<file path="src/verilog/bitxor_pkg.sv">
/*
 * constants and carrier types for the bit-invert / xor instruction block.
 * assumes a 16-bit instruction word and 8-bit data memory with 256 locations.
 */
package bitxor_pkg;

  // opcode patterns
  localparam logic [4:0]  BIT_INVERT_TOP  = 5'h07;  // 0011 1
  localparam logic [7:0]  XOR_IMM_TOP     = 8'hb4;  // 1011 0100
  localparam logic [6:0]  XOR_MEM_TOP     = 7'h06;  // 0000 110
  // field positions
  localparam int          BIT_IDX_LSB     = 8;
  localparam int          DEST_BIT_POS    = 8;
  // reset values
  localparam logic [7:0]  WORKING_REGISTER_RESET      = 8'h00;
  localparam logic        ZERO_RESET      = 1'b0;
  // timing counts
  localparam int          BUSY_PHASES     = 3;  // read, execute, write after decode

  // instruction classes
  typedef enum logic [1:0] {
    OP_NONE,
    OP_BIT_INVERT,
    OP_XOR_IMM,
    OP_XOR_MEM
  } op_class_t;

  // decoded instruction
  typedef struct packed {
    op_class_t  op;
    logic [2:0] bit_idx;
    logic       dest_mem;
    logic [7:0] addr;
    logic [7:0] literal;
  } decoded_t;

  // data memory access
  typedef struct packed {
    logic       rd;
    logic       wr;
    logic [7:0] addr;
    logic [7:0] wdata;
  } mem_req_t;

endpackage : bitxor_pkg
</file>
<file path="src/verilog/bit_toggle_xor_exec.sv">
/*
 * executes bit invert, xor immediate and xor memory over four phases.
 * assumes the core supplies phase q1 pulses and a one-phase memory read.
 */
// Function
// - bit invert flips one bit, flags untouched
// - four phases: decode, read, execute, write
// - xor immediate result goes to working register
// - xor memory, d=0: result to working register
// - xor memory, d=1: result to memory
`timescale 1ns/1ps
module bit_toggle_xor_exec
  import bitxor_pkg::*;
(
  // clock and reset
  input  wire logic        clk,
  input  wire logic        rst,
  // instruction cycle
  input  wire logic        q1_start,
  input  wire logic [15:0] instr,
  // data memory
  output mem_req_t         mem_q,
  input  wire logic [7:0]  mem_rdata,
  // core state
  output logic [7:0]       working_register_q,
  output logic             zero_flag_q,
  output logic             busy_q
);

  typedef enum logic [1:0] {PH_DECODE, PH_READ, PH_EXEC, PH_WRITE} phase_t;

  phase_t      phase_q;
  decoded_t    dec_w;
  decoded_t    dec_q;
  logic [7:0]  opnd_q;
  logic [7:0]  result_q;

  bitxor_decode u_dec (
    .instr (instr),
    .dec   (dec_w)
  );

  ////////////////////////////////////////////////////////////////////////
  // phase sequencer, one step per clock while busy
  always_ff @(posedge clk or posedge rst) begin
    if (rst) begin
      phase_q <= PH_DECODE;
      busy_q  <= 1'b0;
    end else if (!busy_q) begin
      if (q1_start) begin
        busy_q  <= 1'b1;
        phase_q <= PH_READ;
      end
    end else begin
      unique case (phase_q)
        PH_DECODE: phase_q <= PH_READ;
        PH_READ:   phase_q <= PH_EXEC;
        PH_EXEC:   phase_q <= PH_WRITE;
        PH_WRITE: begin
          phase_q <= PH_DECODE;
          busy_q  <= 1'b0;
        end
      endcase
    end
  end

  // latch decoded instruction in decode phase
  always_ff @(posedge clk or posedge rst) begin
    if (rst) begin
      dec_q <= '0;
    end else if (!busy_q && q1_start) begin
      dec_q <= dec_w;
    end
  end

  ////////////////////////////////////////////////////////////////////////
  // operand read and execute
  always_ff @(posedge clk or posedge rst) begin
    if (rst) begin
      opnd_q   <= 8'h00;
      result_q <= 8'h00;
    end else if (busy_q && phase_q == PH_READ) begin
      opnd_q <= (dec_q.op == OP_XOR_IMM) ? dec_q.literal : mem_rdata;
    end else if (busy_q && phase_q == PH_EXEC) begin
      if (dec_q.op == OP_BIT_INVERT) begin
        result_q <= opnd_q ^ (8'h01 << dec_q.bit_idx);
      end else begin
        result_q <= working_register_q ^ opnd_q;
      end
    end
  end

  // memory request: read during read phase, write during write phase
  always_ff @(posedge clk or posedge rst) begin
    if (rst) begin
      mem_q <= '0;
    end else begin
      mem_q.addr  <= busy_q ? dec_q.addr : dec_w.addr;
      mem_q.rd    <= !busy_q && q1_start
                     && (dec_w.op == OP_BIT_INVERT || dec_w.op == OP_XOR_MEM);
      mem_q.wr    <= busy_q && phase_q == PH_EXEC
                     && (dec_q.op == OP_BIT_INVERT
                         || (dec_q.op == OP_XOR_MEM && dec_q.dest_mem));
      mem_q.wdata <= (dec_q.op == OP_BIT_INVERT)
                     ? opnd_q ^ (8'h01 << dec_q.bit_idx)
                     : working_register_q ^ opnd_q;
    end
  end

  ////////////////////////////////////////////////////////////////////////
  // working register and zero flag, written in write phase
  always_ff @(posedge clk or posedge rst) begin
    if (rst) begin
      working_register_q <= WORKING_REGISTER_RESET;
      zero_flag_q        <= ZERO_RESET;
    end else if (busy_q && phase_q == PH_WRITE) begin
      if (dec_q.op == OP_XOR_IMM
          || (dec_q.op == OP_XOR_MEM && !dec_q.dest_mem)) begin
        working_register_q <= result_q;
      end
      if (dec_q.op == OP_XOR_IMM || dec_q.op == OP_XOR_MEM) begin
        zero_flag_q <= (result_q == 8'h00);
      end
    end
  end

  ////////////////////////////////////////////////////////////////////////
  // checks
  property p_four_phase;
    @(posedge clk) disable iff (rst)
    (!busy_q && q1_start) |=> busy_q [*3] ##1 !busy_q;
  endproperty
  a_four_phase: assert property (p_four_phase) else $error("cycle not four phases");

  property p_imm_result;
    @(posedge clk) disable iff (rst)
    (!busy_q && q1_start && dec_w.op == OP_XOR_IMM)
      |=> ##3 working_register_q == ($past(working_register_q, 1) ^ $past(instr[7:0], 4));
  endproperty
  a_imm_result: assert property (p_imm_result) else $error("xor immediate wrong");

  property p_mem_d0_nowrite;
    @(posedge clk) disable iff (rst)
    (busy_q && phase_q == PH_EXEC && dec_q.op == OP_XOR_MEM && !dec_q.dest_mem)
      |=> !mem_q.wr;
  endproperty
  a_mem_d0_nowrite: assert property (p_mem_d0_nowrite) else $error("d=0 wrote memory");

  property p_mem_d1_working_register;
    @(posedge clk) disable iff (rst)
    (busy_q && phase_q == PH_READ && dec_q.op == OP_XOR_MEM && dec_q.dest_mem)
      |=> ##2 $stable(working_register_q) && $past(mem_q.wr);
  endproperty
  a_mem_d1_working_register: assert property (p_mem_d1_working_register) else $error("d=1 handling wrong");

  property p_invert_one_bit;
    @(posedge clk) disable iff (rst)
    (mem_q.wr && dec_q.op == OP_BIT_INVERT)
      |-> $countones(mem_q.wdata ^ opnd_q) == 1;
  endproperty
  a_invert_one_bit: assert property (p_invert_one_bit) else $error("invert not one bit");

  property p_invert_flags;
    @(posedge clk) disable iff (rst)
    (busy_q && phase_q == PH_WRITE && dec_q.op == OP_BIT_INVERT)
      |=> $stable(zero_flag_q) && $stable(working_register_q);
  endproperty
  a_invert_flags: assert property (p_invert_flags) else $error("invert touched state");

  property p_zero_flag;
    @(posedge clk) disable iff (rst)
    (busy_q && phase_q == PH_WRITE && dec_q.op inside {OP_XOR_IMM, OP_XOR_MEM})
      |=> zero_flag_q == ($past(result_q) == 8'h00);
  endproperty
  a_zero_flag: assert property (p_zero_flag) else $error("zero flag wrong");

  property p_read_first;
    @(posedge clk) disable iff (rst)
    (!busy_q && q1_start && dec_w.op == OP_XOR_MEM) |=> mem_q.rd ##1 !mem_q.rd;
  endproperty
  a_read_first: assert property (p_read_first) else $error("read not in read phase");

  // phase placement, refusal of late starts and per-op data checks
  property p_start_ignored;
    @(posedge clk) disable iff (rst)
    (busy_q && q1_start) |=> $stable(dec_q);
  endproperty
  a_start_ignored: assert property (p_start_ignored) else $error("start taken while busy");

  property p_rd_in_read;
    @(posedge clk) disable iff (rst)
    mem_q.rd |-> busy_q && phase_q == PH_READ;
  endproperty
  a_rd_in_read: assert property (p_rd_in_read) else $error("read outside read phase");

  property p_wr_in_write;
    @(posedge clk) disable iff (rst)
    mem_q.wr |-> busy_q && phase_q == PH_WRITE;
  endproperty
  a_wr_in_write: assert property (p_wr_in_write) else $error("write outside write phase");

  property p_invert_target;
    @(posedge clk) disable iff (rst)
    (busy_q && phase_q == PH_EXEC && dec_q.op == OP_BIT_INVERT)
      |=> mem_q.wr && mem_q.addr == $past(dec_q.addr);
  endproperty
  a_invert_target: assert property (p_invert_target) else $error("invert wrote wrong place");

  property p_imm_no_mem;
    @(posedge clk) disable iff (rst)
    (busy_q && dec_q.op == OP_XOR_IMM) |-> !mem_q.rd && !mem_q.wr;
  endproperty
  a_imm_no_mem: assert property (p_imm_no_mem) else $error("xor immediate touched memory");

  property p_mem_d0_working_register;
    @(posedge clk) disable iff (rst)
    (busy_q && phase_q == PH_WRITE && dec_q.op == OP_XOR_MEM && !dec_q.dest_mem)
      |=> working_register_q == ($past(working_register_q) ^ $past(opnd_q));
  endproperty
  a_mem_d0_working_register: assert property (p_mem_d0_working_register) else $error("d=0 result wrong");

  property p_mem_d1_data;
    @(posedge clk) disable iff (rst)
    (busy_q && phase_q == PH_WRITE && dec_q.op == OP_XOR_MEM && dec_q.dest_mem)
      |-> mem_q.wr && mem_q.wdata == (working_register_q ^ opnd_q);
  endproperty
  a_mem_d1_data: assert property (p_mem_d1_data) else $error("d=1 write data wrong");

  property p_unknown_quiet;
    @(posedge clk) disable iff (rst)
    (busy_q && phase_q == PH_WRITE && dec_q.op == OP_NONE)
      |=> $stable(working_register_q) && $stable(zero_flag_q);
  endproperty
  a_unknown_quiet: assert property (p_unknown_quiet) else $error("unknown op changed state");

endmodule : bit_toggle_xor_exec

</file>
<file path="src/verilog/bitxor_decode.sv">
/*
 * opcode decoder for the bit-invert and xor instructions.
 * assumes a stable instruction word during decode; purely combinational.
 */
`timescale 1ns/1ps
module bitxor_decode
  import bitxor_pkg::*;
(
  // instruction in
  input  wire logic [15:0] instr,
  // decoded out
  output decoded_t         dec
);

  // classify opcode and pull fields
  always_comb begin
    dec          = '0;
    dec.bit_idx  = instr[BIT_IDX_LSB +: 3];
    dec.dest_mem = instr[DEST_BIT_POS];
    dec.addr     = instr[7:0];
    dec.literal  = instr[7:0];
    if (instr[15:11] == BIT_INVERT_TOP) begin
      dec.op = OP_BIT_INVERT;
    end else if (instr[15:8] == XOR_IMM_TOP) begin
      dec.op = OP_XOR_IMM;
    end else if (instr[15:9] == XOR_MEM_TOP) begin
      dec.op = OP_XOR_MEM;
    end else begin
      dec.op = OP_NONE;
    end
  end

endmodule : bitxor_decode

</file>
<file path="config.mk">
export PLATFORM = sky130hd
export DESIGN_NAME = bit_toggle_xor_exec
export DESIGN_NICKNAME = d
export VERILOG_FILES = /design/src/verilog/bitxor_pkg.sv /design/src/verilog/bit_toggle_xor_exec.sv /design/src/verilog/bitxor_decode.sv
export SDC_FILE = /design/constraint.sdc
export NUM_CORES = 1
export LEC_CHECK = 0
export ABC_AREA = 0
export BUFFER_PORTS_ARGS = -buffer_cell sky130_fd_sc_hd__buf_4
export CAP_MARGIN = 15
export CORE_AREA = 2 2 86 88
export CTS_BUF_LIST = sky130_fd_sc_hd__clkbuf_16
export CTS_CLUSTER_SIZE = 16
export DETAILED_ROUTE_END_ITERATION = 7
export DIE_AREA = 0 0 88 90
export PLACE_DENSITY = 0.65
export SYNTH_ARGS = -nofsm -noshare
export SYNTH_HDL_FRONTEND = slang
export SYNTH_SLANG_ARGS = --single-unit
</file>
<file path="constraint.sdc">
create_clock -name clk -period 1.45 [get_ports clk]
set_input_delay 0 -clock clk [delete_from_list [all_inputs] [get_ports clk]]
set_output_delay 0 -clock clk [all_outputs]
set_load 0.005 [all_outputs]
</file>
Yosys cells after proc, flatten, opt, wreduce, memory -nomap -nowiden

Cells that the tools add are included.

Multiplexer cells: 12
Equal/unequal tests: 11
Reductions and logical operators: 20
Bitwise operators: 3
Shifts and indexed selects: 1

Operators with widths:

| operator              | number |
|---|---|
| $mux W8               | 3 |
| $xor A8 B8 Y8         | 2 |
| $eq A2 B2 Y1 const B  | 5 |
| $mux W2               | 5 |
| $eq A8 B8 Y1 const B  | 1 |
| $logic_and A1 B1 Y1   | 8 |
| $logic_not A8 Y1      | 1 |
| $pmux W2 S4           | 1 |
| $shl A1 B3 Y8 const A | 1 |
| $eq A7 B3 Y1 const B  | 1 |
| $eq A2 B1 Y1 const B  | 3 |
| $reduce_and A2 Y1     | 3 |
| $eq A5 B3 Y1 const B  | 1 |
| $logic_or A1 B1 Y1    | 4 |
| $mux W1               | 3 |
| $logic_not A1 Y1      | 2 |
| $logic_not A2 Y1      | 1 |
| $reduce_bool A2 Y1    | 1 |
| $not A1 Y1            | 1 |

Register bits after elaboration: 60
Word-level logic and storage cells: 61
Input port bits: 27
Output and inout port bits: 28

Longest topological paths before layout

Word-level depth: 7
Gate-level depth with buffers: 7
Mapped depth without buffers: 5

Hierarchy

From an unflattened synthesis, not the netlist that was laid out.

Cell total of the unflattened synthesis: 273
Area total of the unflattened synthesis: 3298.2 µm²

Modules (own cells, without submodules):

| module              | sequential area each (µm²) | cells an instance | area each (µm²) | instances |
|---|---|---|---|---|
| bit_toggle_xor_exec | 1701.6                     | 245               | 3090.5          | 1 |
| bitxor_decode       | 0.0                        | 28                | 207.7           | 1 |

Worst setup path after synthesis

OpenSTA, ideal clock, no wires.

Path kind: flip-flop to flip-flop
Start: register phase_q[0]
End: register working_register_q[0]
Library setup time: 0.125 ns
Arrival time: 1.284 ns
Cell stages (with the launch flop): 6
Path buffers: 1
Path slack: 0.041 ns
Data required time: 1.325 ns
Clock period less this slack: 1.409 ns
Cells stage by stage: dfrtp_1 -> ha_1 -> nand3_1 -> a21o_1 -> buf_2 -> mux2_2

Cells in the longest elaborated chain, start to end: 3

Ends and longest elaborated chain:

| item                               | line                       | source |
|---|---|---|
| from (decl)                        | bit_toggle_xor_exec.sv:32  | `phase_t phase_q;` |
| from (signal assigned)             | bit_toggle_xor_exec.sv:47  | `phase_q <= PH_DECODE;` |
| from (signal assigned)             | bit_toggle_xor_exec.sv:52  | `phase_q <= PH_READ;` |
| from (signal assigned)             | bit_toggle_xor_exec.sv:56  | `PH_DECODE: phase_q <= PH_READ;` |
| $eq A2 B2 Y1                       | bit_toggle_xor_exec.sv:116 | `end else if (busy_q && phase_q == PH_WRITE) begin` |
| $logic_and A1 B1 Y1                | bit_toggle_xor_exec.sv:116 |  |
| $reduce_and A2 Y1 (no source line) | n/a                        |  |
| to (signal assigned)               | bit_toggle_xor_exec.sv:119 | `working_register_q <= result_q;` |
| to (decl)                          | bit_toggle_xor_exec.sv:25  | `output logic [7:0] working_register_q,` |

Every way passes these cells.
A chain may end at the register's enable or synchronous reset.

Worst setup path after layout

Start: register phase_q[0]
End: register working_register_q[2]

Same word-level chain as after synthesis.

==> results.sh <==
export IMPL_drt_initial_drc_count=81
export IMPL_path_buf_inv=1
export IMPL_die_area_um2=7920
export IMPL_setup_tns_ns=0
export IMPL_vias_per_cell=4.948
export IMPL_synth_most_common_cell="dfrtp_1"
export IMPL_netlist_top_cell_by_area="dfrtp_1"
export IMPL_place_area_um2=3309
export IMPL_cpLargestDelayFamily="flip-flops"
export IMPL_fin_skew_ns=0.004405
export IMPL_hold_viol_final=1
export IMPL_avgSynthCellArea_um2=10.92
export IMPL_setup_violations=0
export IMPL_final_max_slew_violation_count=0
export IMPL_wl_per_cell_um=14.46
export IMPL_relSlewSlack=0.7354
export IMPL_clock_sinks=59
export IMPL_ys_top_cells_by_area="dfrtp_1, mux2_2, nand2_1"
export IMPL_drc=0
export IMPL_synth_nets=280
export IMPL_grtUsageTotal=0.1676
export IMPL_ir_drop_uv=899.9
export IMPL_rows=31
export IMPL_path_clk_slew_ns=0.05
export IMPL_ys_seq_area_frac=0.5428
export IMPL_ys_warn_count=0
export IMPL_grt_pass1_vias=2170
export IMPL_antenna_found_initial=0
export IMPL_syn_to_final_growth_pct=46.09
export IMPL_core_um2=7020
export IMPL_num_io_pins=55
export IMPL_syn_inst=249
export IMPL_tightestPinTransition_ns=0.3969
export IMPL_slowest_stage="dfrtp_1"
export IMPL_firstDrtPassIters=4
export IMPL_gp_congestion=0.7988
export IMPL_crit_chain="ha_1 > nand3_2 > a21o_1 > buf_12 > mux2_2"
export IMPL_ys_async_sr_fraction=1.000
export IMPL_ys_ff_latch=59
export IMPL_cap_violations=0
export IMPL_portBuffers=54
export IMPL_hpwl_mm=4.294
export IMPL_fin_hold_ws_ns=-0.007392
export IMPL_cts_buffer_depth=2
export IMPL_finalPower_mw=7.790
export IMPL_stdcell_area_um2=3974
export IMPL_grt_setup_unrepaired="yes"
export IMPL_diodes=0
export IMPL_critPathKind="flop to flop"
export IMPL_synth_top_area_frac=0.5428
export IMPL_cellPowerDensity_nw_per_um2=1960
export IMPL_status="finished with violations"
export IMPL_vias=2172
export IMPL_root_buffer="clkbuf_16"
export IMPL_grt_max_degree=60
export IMPL_cts_max_level=3
export IMPL_die_w_um=88
export IMPL_drive_above_1_share=0.3794
export IMPL_max_stage_delay_ns=0.37
export IMPL_synth_cell_types=44
export IMPL_num_nets_final=366
export IMPL_period_share=0.9604
export IMPL_synth_common_cells="dfrtp_1, nand2_1, mux2_2"
export IMPL_post_route_util=0.5660
export IMPL_synth_edf_count=0
export IMPL_grt_pass1_wl_mm=10.32
export IMPL_cts_tree="done"
export IMPL_critPathMaxFanout=8
export IMPL_cp_arrival_ns=1.60
export IMPL_drtAntennaViolNets=0
export IMPL_cts_setup_buffers=0
export IMPL_cp_start_kind="flop"
export IMPL_fmax_mhz=718.1
export IMPL_synthesis_area_um2=2720
export IMPL_clk_latency_ns=0.32
export IMPL_synth_flop_cell="dfrtp_1"
export IMPL_crit_required_ns=1.66
export IMPL_cp_end_kind="flop"
export IMPL_violations="hold timing"
export IMPL_min_path_type="input port to flop"
export IMPL_leakagePower_nw=1.913
export IMPL_grt_remaining_overflow=0
export IMPL_start_util=0.3875
export IMPL_wl_mm=6.348
export IMPL_period_needed_ns=1.393
export IMPL_cts_made_buffers=9
export IMPL_fp_dieH_um=90
export IMPL_nFillCells=600
report_power, final:
group          total (mW)  switching (mW)  internal [mW]  leakage [nW]
Combinational        2.50            1.15           1.36          1.04
Clock                2.35           0.700           1.65         0.162
Sequential           2.93           0.599           2.33         0.712
cells in the final DEF, fill, tap and decap left out, types with 4 or more instances in the layout:
cell and n:
dlygate4sd3_1 20, and3_1 4, dfrtp_1 57, buf_4 66, nor2_1 14, o41ai_2 4
nand2_1 44, mux2i_1 8, inv_1 4, a21oi_1 11, mux2_2 16, a221oi_2 5
clkbuf_16 9, nor3_1 6, a32o_1 4
sequential cells by signal, indices dropped and copies added (netlist names):
| signal | flops |
|---|---|
| busy_q | 1 |
| dec_q | 13 |
| mem_q | 18 |
| opnd_q | 8 |
| phase_q | 2 |
| result_q | 8 |
| working_register_q | 8 |
| zero_flag_q | 1 |
cell families (layout without fill, tap and decap cells):
| kind of cell | count (synthesis) | count (layout) | synth area share |
|---|---|---|---|
| and+or+nand+nor | 101 | 102 | 0.1932 |
| DFF | 59 | 59 | 0.5428 |
| AOI/OAI and AO/OA | 39 | 39 | 0.1044 |
| muxes | 24 | 24 | 0.09568 |
| buffers and inverters | 22 | 112 | 0.04553 |
| adders and majority gates | 4 | 4 | 0.01840 |
cell type report:
cell class / count / area (µm²) / share of cell area
repair buffers: 90 / 767.0 / 0.1930
inverters: 6 / 26.28 / 0.006612
well taps: 99 / 123.9 / 0.03117
flip-flops and latches: 59 / 1479 / 0.3722
multi-input cells: 169 / 1246 / 0.3136
clock buffers: 9 / 225.2 / 0.05668
clock inverters: 7 / 106.4 / 0.02676
layer usage:
| layer | up-vias | GRT usage | wire length, µm |
|---|---|---|---|
| met4 | 0 | 0.07051 | 137 |
| li1 | 1071 | - | - |
| met3 | 14 | 0.03949 | 253 |
| met5 | - | 0 | 0 |
| met2 | 50 | 0.2670 | 3155 |
| met1 | 1037 | 0.2162 | 2802 |
worst reg2reg max path, stage by stage, from the launching register on:
cell	delay [ns]
dfrtp_1	0.37
ha_1	0.22
nand3_2	0.09
a21o_1	0.13
buf_12	0.13
mux2_2	0.33
path summary, 6_finish.rpt:
kind	start	end	slack, ns	depth (start not counted)
hold / removal	mem_rdata[6]	opnd_q[6]$_DFFE_PP0P_	-0.007	3
hold reg to reg	zero_flag_q$_DFFE_PP0P_	zero_flag_q$_DFFE_PP0P_	0.48	2
setup reg to reg	phase_q[0]$_DFFE_PP0P_	working_register_q[2]$_DFFE_PP0P_	0.06	5
setup / recovery	phase_q[0]$_DFFE_PP0P_	working_register_q[2]$_DFFE_PP0P_	0.06	5
max in group asynchronous	rst	dec_q[20]$_DFFE_PP0P_	0.85	4
min in group asynchronous	rst	mem_q[5]$_DFF_PP0_	0.31	4
metrics by stage:
step,setup WS (ns),instances,hold WS [ns]
after floorplan,0.04133,249,0.07275
after CTS,0.006454,438,0.002769
final,0.05742,439,-0.007392
after detailed placement,-0.04263,402,0.1112
after global routing,-0.005126,439,0.003522
after global placement,-0.04345,402,0.1076
what timing repair did:
action                     in CTS  in global routing
hold endpoints to repair       86                  0
cloned                          0                  1
setup endpoints to repair      12                 28
gates resized for setup         6                 21
hold buffers                   20                  0
Note: power is estimated with default switching activity, not from simulation.
